`src/logic/hbl_pkg.sv`:
```
// Shared constants for the host-side block link controller.
// Assumes a 125 MHz system clock and a byte-level serial port alongside.
package hbl_pkg;
    // ==========================================================
    // Clock and time base
    localparam int CLOCK_NS = 8;
    localparam int MS_NS = 1000000;
    localparam int TICK_CYCLES = MS_NS / CLOCK_NS;
    localparam int TICK_W = 17;
    localparam int MS_W = 16;
    // ==========================================================
    // Guard and deadline times, in milliseconds
    localparam logic [15:0] HOST_GUARD_MS = 16'h0001;
    localparam logic [15:0] READER_GUARD_MS = 16'h0001;
    localparam logic [15:0] CHAR_GAP_MS = 16'h0032;
    localparam logic [15:0] B2B_EXTRA_MS = 16'h000A;
    localparam logic [15:0] B2B_GUARD_MS =
        (CHAR_GAP_MS + B2B_EXTRA_MS > READER_GUARD_MS) ?
        CHAR_GAP_MS + B2B_EXTRA_MS : READER_GUARD_MS;
    localparam logic [15:0] CARD_EXTRA_MS = 16'h000A;
    localparam logic [15:0] READER_DEADLINE_MS = 16'h01F4;
    localparam logic [15:0] RESEND_DEADLINE_MS = 16'h000A;
    // ==========================================================
    // Block format
    localparam logic [15:0] MAX_LEN = 16'h0103;
    localparam logic [15:0] HDR_BYTES = 16'h0003;
    localparam logic [7:0] TYPE_RESEND = 8'h80;
    localparam logic [7:0] SELF_DIAG_INS = 8'hF1;
    localparam int INS_POS = 1;
    localparam logic [7:0] CHECK_OK = 8'h00;
    localparam int ERR_BIT = 7;
    localparam logic [1:0] KIND_CHAR = 2'h0;
    localparam logic [1:0] KIND_GAP = 2'h1;
    localparam logic [1:0] KIND_OVERFLOW = 2'h2;
    localparam logic [1:0] KIND_CHECK = 2'h3;
    // ==========================================================
    // Payload buffer
    localparam int FIFO_WIDTH = 8;
    localparam int FIFO_DEPTH = 16;
    typedef enum {S_IDLE, S_LOAD, S_GUARD, S_TX, S_WAIT, S_RX} hbl_state_t;
endpackage

```
`src/logic/hbl_host.sv`:
```
// Host-side block link controller and its payload FIFO.
// Assumes a byte UART on the same clock doing character framing.
`timescale 1ns/1ps
`default_nettype none

module hbl_fifo #(
    parameter int WIDTH = 8,
    parameter int DEPTH = 16
) (
    input wire logic clock,
    input wire logic rst,
    input wire logic [WIDTH-1:0] in_data,
    input wire logic in_valid,
    output logic in_ready,
    output logic [WIDTH-1:0] out_data,
    output logic out_valid,
    input wire logic out_ready
);
    localparam int AW = $clog2(DEPTH);
    logic [WIDTH-1:0] mem [0:DEPTH-1];
    logic [AW-1:0] wr_reg;
    logic [AW-1:0] rd_reg;
    logic [AW:0] cnt_reg;
    wire push = in_valid && in_ready;
    wire pop = out_valid && out_ready;
    wire [AW:0] cnt_next = cnt_reg + (AW+1)'(push) - (AW+1)'(pop);

    assign out_data = mem[rd_reg];

    always_ff @(posedge clock) begin
        if (push) begin
            mem[wr_reg] <= in_data;
        end
    end

    // Flags are registered so both ready and valid come from flops
    always_ff @(posedge clock) begin
        if (rst) begin
            wr_reg <= '0;
            rd_reg <= '0;
            cnt_reg <= '0;
            in_ready <= 1'b1;
            out_valid <= 1'b0;
        end else begin
            wr_reg <= wr_reg + AW'(push);
            rd_reg <= rd_reg + AW'(pop);
            cnt_reg <= cnt_next;
            in_ready <= cnt_next != (AW+1)'(DEPTH);
            out_valid <= cnt_next != '0;
        end
    end
endmodule

module hbl_host #(
    parameter int TICK_CYCLES = hbl_pkg::TICK_CYCLES
) (
    input wire logic clock,
    input wire logic rst,
    input wire logic cmd_start,
    input wire logic [7:0] cmd_type,
    input wire logic [15:0] cmd_len,
    input wire logic [15:0] card_time_ms,
    input wire logic [7:0] pay_data,
    input wire logic pay_valid,
    output logic pay_ready,
    output logic [7:0] tx_byte,
    output logic tx_valid,
    input wire logic tx_ready,
    input wire logic [7:0] rx_byte,
    input wire logic rx_valid,
    input wire logic rx_char_err,
    output logic [7:0] rsp_data,
    output logic rsp_data_valid,
    output logic rsp_done,
    output logic [7:0] rsp_type,
    output logic busy,
    output logic deadline_miss,
    output logic card_fail,
    output logic link_fault
);
    // ==========================================================
    // Decoders
    function automatic logic [7:0] pick_byte(input logic [15:0] idx,
            input logic [7:0] typ, input logic [15:0] len,
            input logic [7:0] body, input logic [7:0] chk);
        if (idx == 16'h0000) begin
            pick_byte = typ;
        end else if (idx == 16'h0001) begin
            pick_byte = len[15:8];
        end else if (idx == 16'h0002) begin
            pick_byte = len[7:0];
        end else if (idx == len + hbl_pkg::HDR_BYTES) begin
            pick_byte = chk;
        end else begin
            pick_byte = body;
        end
    endfunction

    localparam int TICK_W_L = hbl_pkg::TICK_W;
    hbl_pkg::hbl_state_t state_reg;
    logic [TICK_W_L-1:0] tick_reg;
    logic [15:0] since_ms_reg;
    logic [7:0] cmd_mem [0:259];
    logic [7:0] cmd_type_reg;
    logic [15:0] cmd_len_reg;
    logic [15:0] card_ms_reg;
    logic [7:0] send_type_reg;
    logic [15:0] send_len_reg;
    logic [15:0] ld_idx_reg;
    logic [15:0] idx_reg;
    logic [7:0] chk_reg;
    logic last_resp_reg;
    logic retry_reg;
    logic [15:0] rx_idx_reg;
    logic [15:0] rx_len_reg;
    logic [7:0] rx_chk_reg;
    logic [7:0] rx_type_reg;
    logic rx_bad_reg;
    logic [7:0] f_data;
    logic f_valid;

    wire is_idle = state_reg == hbl_pkg::S_IDLE;
    wire is_wait = state_reg == hbl_pkg::S_WAIT;
    wire is_rx = state_reg == hbl_pkg::S_RX;
    wire start_ok = cmd_start && (is_idle || is_wait) &&
        (cmd_type[7] || cmd_len <= hbl_pkg::MAX_LEN);
    wire [15:0] start_len = cmd_type[7] ? 16'h0000 : cmd_len;
    wire ld_done = ld_idx_reg == send_len_reg;
    wire f_ready = state_reg == hbl_pkg::S_LOAD && !ld_done;
    wire is_resend = send_type_reg[7];
    wire is_card = send_type_reg[7:6] == 2'b00;
    wire self_diag = send_type_reg[7:6] == 2'b01 &&
        send_len_reg > 16'(hbl_pkg::INS_POS) &&
        cmd_mem[hbl_pkg::INS_POS] == hbl_pkg::SELF_DIAG_INS;
    wire [15:0] guard_ms = last_resp_reg ? hbl_pkg::HOST_GUARD_MS
        : hbl_pkg::B2B_GUARD_MS;
    wire guard_met = since_ms_reg >= guard_ms;
    wire [15:0] deadline_ms = is_resend ? hbl_pkg::RESEND_DEADLINE_MS
        : !is_card ? hbl_pkg::READER_DEADLINE_MS
        : card_ms_reg + hbl_pkg::CARD_EXTRA_MS;
    wire deadline_hit = is_wait && !rx_valid && !start_ok &&
        !self_diag && since_ms_reg > deadline_ms;
    wire [15:0] last_idx = send_len_reg + hbl_pkg::HDR_BYTES;
    wire tx_hs = tx_valid && tx_ready;
    wire tx_last_hs = tx_hs && idx_reg == last_idx;
    wire [15:0] idx_inc = idx_reg + 16'h0001;
    wire [8:0] mem_addr = 9'(idx_inc - hbl_pkg::HDR_BYTES);
    wire [7:0] chk_next = chk_reg ^ tx_byte;
    wire [7:0] tx_following = pick_byte(idx_inc, send_type_reg,
        send_len_reg, cmd_mem[mem_addr], chk_next);
    wire rx_hs = rx_valid && (is_wait || is_rx);
    wire rx_last = rx_idx_reg >= hbl_pkg::HDR_BYTES &&
        rx_idx_reg == rx_len_reg + hbl_pkg::HDR_BYTES;
    wire rx_end = rx_hs && rx_last;
    wire rx_bad_blk = rx_bad_reg || rx_char_err ||
        (rx_chk_reg ^ rx_byte) != hbl_pkg::CHECK_OK;
    wire [1:0] rsp_kind = rx_type_reg[1:0];
    wire rsp_err = rx_type_reg[hbl_pkg::ERR_BIT];
    wire err_rsp = rsp_err && rsp_kind != hbl_pkg::KIND_OVERFLOW;
    wire gap_out = is_rx && !rx_valid &&
        since_ms_reg > hbl_pkg::CHAR_GAP_MS;
    wire link_err = gap_out || (rx_end && rx_bad_blk);
    wire timer_clr = tx_last_hs || rx_hs;

    hbl_fifo #(
        .WIDTH(hbl_pkg::FIFO_WIDTH),
        .DEPTH(hbl_pkg::FIFO_DEPTH)
    ) u_fifo (
        .clock(clock),
        .rst(rst),
        .in_data(pay_data),
        .in_valid(pay_valid),
        .in_ready(pay_ready),
        .out_data(f_data),
        .out_valid(f_valid),
        .out_ready(f_ready)
    );

    // ==========================================================
    // Millisecond time base, restarted at the last sent byte and at every byte received while waiting or receiving
    always_ff @(posedge clock) begin
        if (rst || timer_clr) begin
            tick_reg <= '0;
            since_ms_reg <= '0;
        end else if (tick_reg == TICK_W_L'(TICK_CYCLES - 1)) begin
            tick_reg <= '0;
            if (since_ms_reg != 16'hFFFF) begin
                since_ms_reg <= since_ms_reg + 16'h0001;
            end
        end else begin
            tick_reg <= tick_reg + 1'b1;
        end
    end

    always_ff @(posedge clock) begin
        if (f_valid && f_ready) begin
            cmd_mem[ld_idx_reg[8:0]] <= f_data;
        end
    end

    // ==========================================================
    // Response parser; bytes past the check are never looked at
    always_ff @(posedge clock) begin
        if (rst || state_reg == hbl_pkg::S_TX) begin
            rx_idx_reg <= '0;
            rx_len_reg <= '0;
            rx_chk_reg <= '0;
            rx_type_reg <= '0;
            rx_bad_reg <= 1'b0;
            rsp_data <= '0;
            rsp_data_valid <= 1'b0;
        end else begin
            rsp_data_valid <= rx_hs && !rx_last &&
                rx_idx_reg >= hbl_pkg::HDR_BYTES;
            if (rx_hs) begin
                rx_idx_reg <= rx_idx_reg + 16'h0001;
                rx_chk_reg <= rx_chk_reg ^ rx_byte;
                rx_bad_reg <= rx_bad_reg || rx_char_err;
                rsp_data <= rx_byte;
                if (rx_idx_reg == 16'h0000) begin
                    rx_type_reg <= rx_byte;
                end
                if (rx_idx_reg == 16'h0001) begin
                    rx_len_reg[15:8] <= rx_byte;
                end
                if (rx_idx_reg == 16'h0002) begin
                    rx_len_reg[7:0] <= rx_byte;
                end
            end
        end
    end

    // ==========================================================
    // Block sequencer
    always_ff @(posedge clock) begin
        if (rst) begin
            state_reg <= hbl_pkg::S_IDLE;
            cmd_type_reg <= '0;
            cmd_len_reg <= '0;
            card_ms_reg <= '0;
            send_type_reg <= '0;
            send_len_reg <= '0;
            ld_idx_reg <= '0;
            idx_reg <= '0;
            chk_reg <= '0;
            last_resp_reg <= 1'b1;
            retry_reg <= 1'b0;
            tx_byte <= '0;
            tx_valid <= 1'b0;
            rsp_done <= 1'b0;
            rsp_type <= '0;
            busy <= 1'b0;
            deadline_miss <= 1'b0;
            card_fail <= 1'b0;
            link_fault <= 1'b0;
        end else begin
            busy <= !is_idle;
            rsp_done <= 1'b0;
            deadline_miss <= 1'b0;
            card_fail <= 1'b0;
            link_fault <= 1'b0;
            if (start_ok) begin
                // A wait may be abandoned; guard then stays back-to-back
                cmd_type_reg <= cmd_type;
                cmd_len_reg <= start_len;
                card_ms_reg <= card_time_ms;
                send_type_reg <= cmd_type;
                send_len_reg <= start_len;
                ld_idx_reg <= '0;
                retry_reg <= 1'b0;
                state_reg <= hbl_pkg::S_LOAD;
            end else begin
                case (state_reg)
                    hbl_pkg::S_LOAD: begin
                        if (ld_done) begin
                            state_reg <= hbl_pkg::S_GUARD;
                        end else if (f_valid) begin
                            ld_idx_reg <= ld_idx_reg + 16'h0001;
                        end
                    end
                    hbl_pkg::S_GUARD: begin
                        if (guard_met) begin
                            idx_reg <= '0;
                            chk_reg <= '0;
                            tx_byte <= send_type_reg;
                            tx_valid <= 1'b1;
                            state_reg <= hbl_pkg::S_TX;
                        end
                    end
                    hbl_pkg::S_TX: begin
                        if (tx_last_hs) begin
                            tx_valid <= 1'b0;
                            last_resp_reg <= 1'b0;
                            state_reg <= hbl_pkg::S_WAIT;
                        end else if (tx_hs) begin
                            chk_reg <= chk_next;
                            idx_reg <= idx_inc;
                            tx_byte <= tx_following;
                        end
                    end
                    hbl_pkg::S_WAIT: begin
                        if (rx_valid) begin
                            state_reg <= rx_last ? hbl_pkg::S_IDLE
                                : hbl_pkg::S_RX;
                        end else if (deadline_hit) begin
                            deadline_miss <= 1'b1;
                            if (is_card) begin
                                card_fail <= 1'b1;
                                state_reg <= hbl_pkg::S_IDLE;
                            end else if (retry_reg) begin
                                link_fault <= 1'b1;
                                state_reg <= hbl_pkg::S_IDLE;
                            end else begin
                                retry_reg <= 1'b1;
                                state_reg <= hbl_pkg::S_GUARD;
                            end
                        end
                    end
                    hbl_pkg::S_RX: begin
                        if (link_err) begin
                            last_resp_reg <= 1'b1;
                            if (retry_reg) begin
                                link_fault <= 1'b1;
                                state_reg <= hbl_pkg::S_IDLE;
                            end else begin
                                retry_reg <= 1'b1;
                                send_type_reg <= hbl_pkg::TYPE_RESEND;
                                send_len_reg <= '0;
                                state_reg <= hbl_pkg::S_GUARD;
                            end
                        end else if (rx_end) begin
                            last_resp_reg <= 1'b1;
                            rsp_type <= rx_type_reg;
                            if (!rsp_err) begin
                                rsp_done <= 1'b1;
                                state_reg <= hbl_pkg::S_IDLE;
                            end else if (err_rsp && !retry_reg) begin
                                retry_reg <= 1'b1;
                                send_type_reg <= cmd_type_reg;
                                send_len_reg <= cmd_len_reg;
                                state_reg <= hbl_pkg::S_GUARD;
                            end else begin
                                link_fault <= 1'b1;
                                state_reg <= hbl_pkg::S_IDLE;
                            end
                        end
                    end
                    default: begin
                        state_reg <= hbl_pkg::S_IDLE;
                    end
                endcase
            end
        end
    end
endmodule

`default_nettype wire

```
`config.mk`:
```
export PLATFORM = sky130hd
export DESIGN_NAME = hbl_host
export DESIGN_NICKNAME = d
export VERILOG_FILES = /design/src/logic/hbl_pkg.sv /design/src/logic/hbl_host.sv
export SDC_FILE = /design/constraint.sdc
export NUM_CORES = 2
export LEC_CHECK = 0
export BUFFER_PORTS_ARGS = -buffer_cell sky130_fd_sc_hd__buf_2
export CAP_MARGIN = 5
export CORE_MARGIN = 3
export CORE_UTILIZATION = 55
export CTS_BUF_LIST = sky130_fd_sc_hd__clkbuf_16
export DETAILED_ROUTE_END_ITERATION = 7
export GPL_ROUTABILITY_DRIVEN = 0
export PLACE_DENSITY = 0.73
export SETUP_SLACK_MARGIN = 0.3
export SLEW_MARGIN = 30
export SYNTH_ARGS = -nofsm -noshare
export SYNTH_HDL_FRONTEND = slang
export SYNTH_SLANG_ARGS = --single-unit
```
`constraint.sdc`:
```
create_clock -name clock -period 4.5 [get_ports clock]
set_input_delay 0.9 -clock clock [delete_from_list [all_inputs] [get_ports clock]]
set_output_delay 0.9 -clock clock [all_outputs]
set_load 0.02 [all_outputs]
```
==> impl_metrics.ini <==
[run_status]
status = finished clean

[yosys]
synth.lib_cells_used.distinct = 92
yosys_register_bits = 2445
synth_seq_area_share_pct = 70.73
synthFlopType = sky130_fd_sc_hd__edfxtp_1
yosys.area_share.adder_pct = 0.6303
postSynth.asyncResetShare_pct = 0
yosysWarningCount = 0
area_fraction_in_compound_gates_after_synthesis_pct = 3.945
netlist_instances = 6225
post_synthesis_share_of_cell_area_spent_on_xor_and_xnor_gates_pct = 1.720
mappedNetlistArea_mm2 = 0.1004
synth_top_family_by_area = multiplexers
mux_share_of_post_synthesis_cell_area_pct = 12.44
yosys.area_share.simple_pct = 8.465
mappedNetlistNets = 6338
avg_cell_area_syn_um2 = 16.14
synth_enable_flop_cells = 2208

[floorplanning]
floorplan.die.width_um = 433.4
std_cell_rows = 156
top_level_ports = 95
die-area_mm2 = 0.1878
initial_cell_density_of_the_core_pct = 55.45
die_height_um = 433.4
core_area_mm2 = 0.1811

[place]
post-place-cells = 8699
place_area_mm2 = 0.1058
io_buffers = 94
hpwlAfterDp_um = 164900

[global_routing]
global_route_wire_length_before_repair_um = 390100
antenna_found_initial = 4
grt_overflow_total = 0
pin_count_of_the_biggest_net_entering_global_routing = 173
grt_usage_pct = 28.29
vias_in_the_first_global_route = 57760

[min_path]
worstHoldPathType = input port to flop

[final_layout]
final_common_cell = sky130_fd_sc_hd__edfxtp_1
number_of_flip_flops_under_the_largest_register_name = 2080
finish.utilization_pct = 62.96
syn2layout_area_growth_pct = 13.53
commonest_cells_after_routing_fill_and_taps_aside = sky130_fd_sc_hd__edfxtp_1, sky130_fd_sc_hd__nand2_1, sky130_fd_sc_hd__mux4_2, sky130_fd_sc_hd__nor2_1, sky130_fd_sc_hd__buf_4
final_layout_size_suffix_gt1_share_pct = 21.61
finalInstanceArea_mm2 = 0.1140
fin_nets = 6709
instances_no_fill = 9168

[setup_path]
worst_setup_path_start_kind = flop
timing.critical_path.depth = 15
worst-r2r-setup-slack_ps = 240
reg2regPathDepth = 15
timing.critical_path.fanout_max = 19
timing.critical_path.from = idx_reg[0]
r2r_end = tx_byte[7]
cp-endpoint = tx_byte[7]
timing.critical_path.cells = ha_4, buf_4, or3b_1, nand3b_1, or3_4, buf_4, nand2_4, bufbuf_16, and3_1, o311ai_0, o311ai_0, o311a_1, o31ai_1, a21oi_1, o41ai_2
buffering_stage_count_on_the_worst_path_with_inverters_included = 3
worst-setup-path-type = flop to flop
slowest_stage = sky130_fd_sc_hd__dfxtp_4
critical_path.endpoint_type = flop
startpoint_of_the_lowest_slack_register_to_register_path = idx_reg[0]
arrival_ps = 5040
critPathRequiredTime_ps = 5280
critical_path.top_delay_family = compound AO/OA/AOI/OAI gates
worst_path_max_stage_delay_ps = 390

[pwr]
power_density_over_the_cells_mw_per_mm2 = 418.0
p_int_mw = 37.18
p_leak_nw = 37.79
irDropWorstVdd_mv = 0.3786
combinationalPowerShare_pct = 4.9
seqPwrFrac_pct = 55.0
switching_power_mw = 10.48
power_frac_clock_pct = 40.2
switching_share_pct = 21.99

[timing]
finalSetupViolCount = 0
rsz_0062_raised_after_global_routing = true
hold_slack_ps = 276.9
min_period_ps = 4257
max-slew-margin-rel_pct = 29.79
max_clock_freq_mhz = 234.9
layout_skew_ps = 58.74
final-hold-violation-count = 0
max_transition_viols_final = 0
period_share_pct = 94.60
timing_worst_slew_pin_value_ps = 1051

[detailed_routing]
drt.antenna.violating_nets = 0
route.detailed.drc = 0
dr_total_vias = 59630
drt_first_iter_violations = 8098
viasPerCell = 6.504
wirelength_um = 267300
drtPass1Iterations = 8
routedWlPerCell_um = 29.15

[clock_tree]
cts_root_buffer = sky130_fd_sc_hd__clkbuf_16
cts_made_buffers = 231
postCtsHoldBufs = 0
clk_latency_ps = 880
h_tree_levels = 4
clk_transition_reported_paths_ps = 70
cts_buffer_depth = 3
tritoncts = done
tritoncts_num_sinks = 2445

[flow_run]
drv.max_cap_violation_count = 0
-- routing by layer --
| layer | global-route usage (%) | vias to the layer above | part of all wire [%] |
|---|---|---|---|
| li1 | - | 24930 | - |
| met1 | 40.26 | 30300 | 38 |
| met2 | 42.10 | 3802 | 45 |
| met3 | 8.180 | 590 | 13 |
| met4 | 10.14 | 2 | 4.0 |
| met5 | 0 | - | 0.0049 |
-- cell families after synthesis --
logic type      Yosys count
compound gates          600
mux                     609
xor+xnor                190
fa+ha+maj                50
flops                  2445
buf+inv                 436
simple gates           1895
-- cells in the mapped netlist, drive strengths merged (9+ instances only) --
master   instances  area (µm²)
o211ai          16       120.1
clkbuf         161       605.6
o21ai           99       495.5
ha              49       613.1
nand2          792        2973
xnor2           97       857.1
inv             49       183.9
nand3          134       675.7
a31oi           97       606.8
a311oi          48       420.4
a21oi          154       770.7
nor3b           10       86.33
and3           142       888.4
o31ai           11       87.58
mux2i           95       950.9
buf            225        1285
mux4           511       11510
nand4           49       334.1
and2            25       156.4
nor3            81       410.4
edfxtp        2208       66300
a21o            20       150.1
nand2b          20       125.1
or3             21       131.4
and4            10       87.58
o22ai           14       87.58
nor4            29       196.4
nor2b           17       106.4
a2111oi         10       93.84
nand3b          20       150.1
xor2            89       779.5
a22oi           12       90.09
o311ai           9       78.83
nor2           517        1948
dfxtp          237        4745
a211oi          28       215.2
-- how the worst min path moves through the flow --
stage | end | slack [ps] | depth (start not counted) | start
3_5_place_dp | tick_reg[0] | 440 | 1 | tick_reg[0]
2_1_floorplan | tick_reg[0] | 420 | 1 | tick_reg[0]
5_1_grt | card_ms_reg[14] | 250 | 3 | card_time_ms[14]
3_3_place_gp | tick_reg[0] | 430 | 1 | tick_reg[0]
6_report | card_ms_reg[0] | 280 | 3 | card_time_ms[0]
4_1_cts | card_ms_reg[14] | 210 | 3 | card_time_ms[14]
-- layout make-up --
cell class / instances / area, µm²
fill: 12430 / 67090
tap: 2370 / 2965
clock buffer: 234 / 5856
timing repair buffer: 523 / 4557
antenna: 6 / 15.01
inverter: 50 / 190.2
clock inverter: 195 / 1644
sequential: 2445 / 71060
multi-input combinational: 3345 / 27750
-- stage by stage --
stage	setup slack, ps	setup TNS [ps]	total power [mW]
detailed placement	-42.37	-42.37	28.97
finish	242.9	0	47.67
CTS	306.0	0	47.83
global route	119.7	0	48.92
floorplan	309.3	0	27.92
global placement	0.7607	0	28.84
-- power by group through the flow --
stage	registers, mW	clock network, mW	logic, mW
floorplan	26.8	0	1.13
global route	26.2	20.2	2.50
CTS	26.2	19.3	2.30
global placement	26.7	0	2.18
detailed placement	26.7	0	2.30
finish	26.2	19.2	2.31
-- worst reg2reg max path, stage by stage (launching register included) --
cell                        delay (ps)
sky130_fd_sc_hd__dfxtp_4           390
sky130_fd_sc_hd__ha_4              200
sky130_fd_sc_hd__buf_4             170
sky130_fd_sc_hd__or3b_1            360
sky130_fd_sc_hd__nand3b_1          250
sky130_fd_sc_hd__or3_4             270
sky130_fd_sc_hd__buf_4             150
sky130_fd_sc_hd__nand2_4           160
sky130_fd_sc_hd__bufbuf_16         390
sky130_fd_sc_hd__and3_1            300
sky130_fd_sc_hd__o311ai_0          340
sky130_fd_sc_hd__o311ai_0          240
sky130_fd_sc_hd__o311a_1           190
sky130_fd_sc_hd__o31ai_1           360
sky130_fd_sc_hd__a21oi_1           140
sky130_fd_sc_hd__o41ai_2           270
-- repair_timing --
| item | in CTS | in global routing |
|---|---|---|
| cloned | 2 | 3 |
| pin swaps | 2 | 11 |
| gates resized for setup | 17 | 36 |
| endpoints found under the setup margin | 8 | 21 |
| setup buffers | 6 | 21 |
Power figures use the tool's default switching activity.
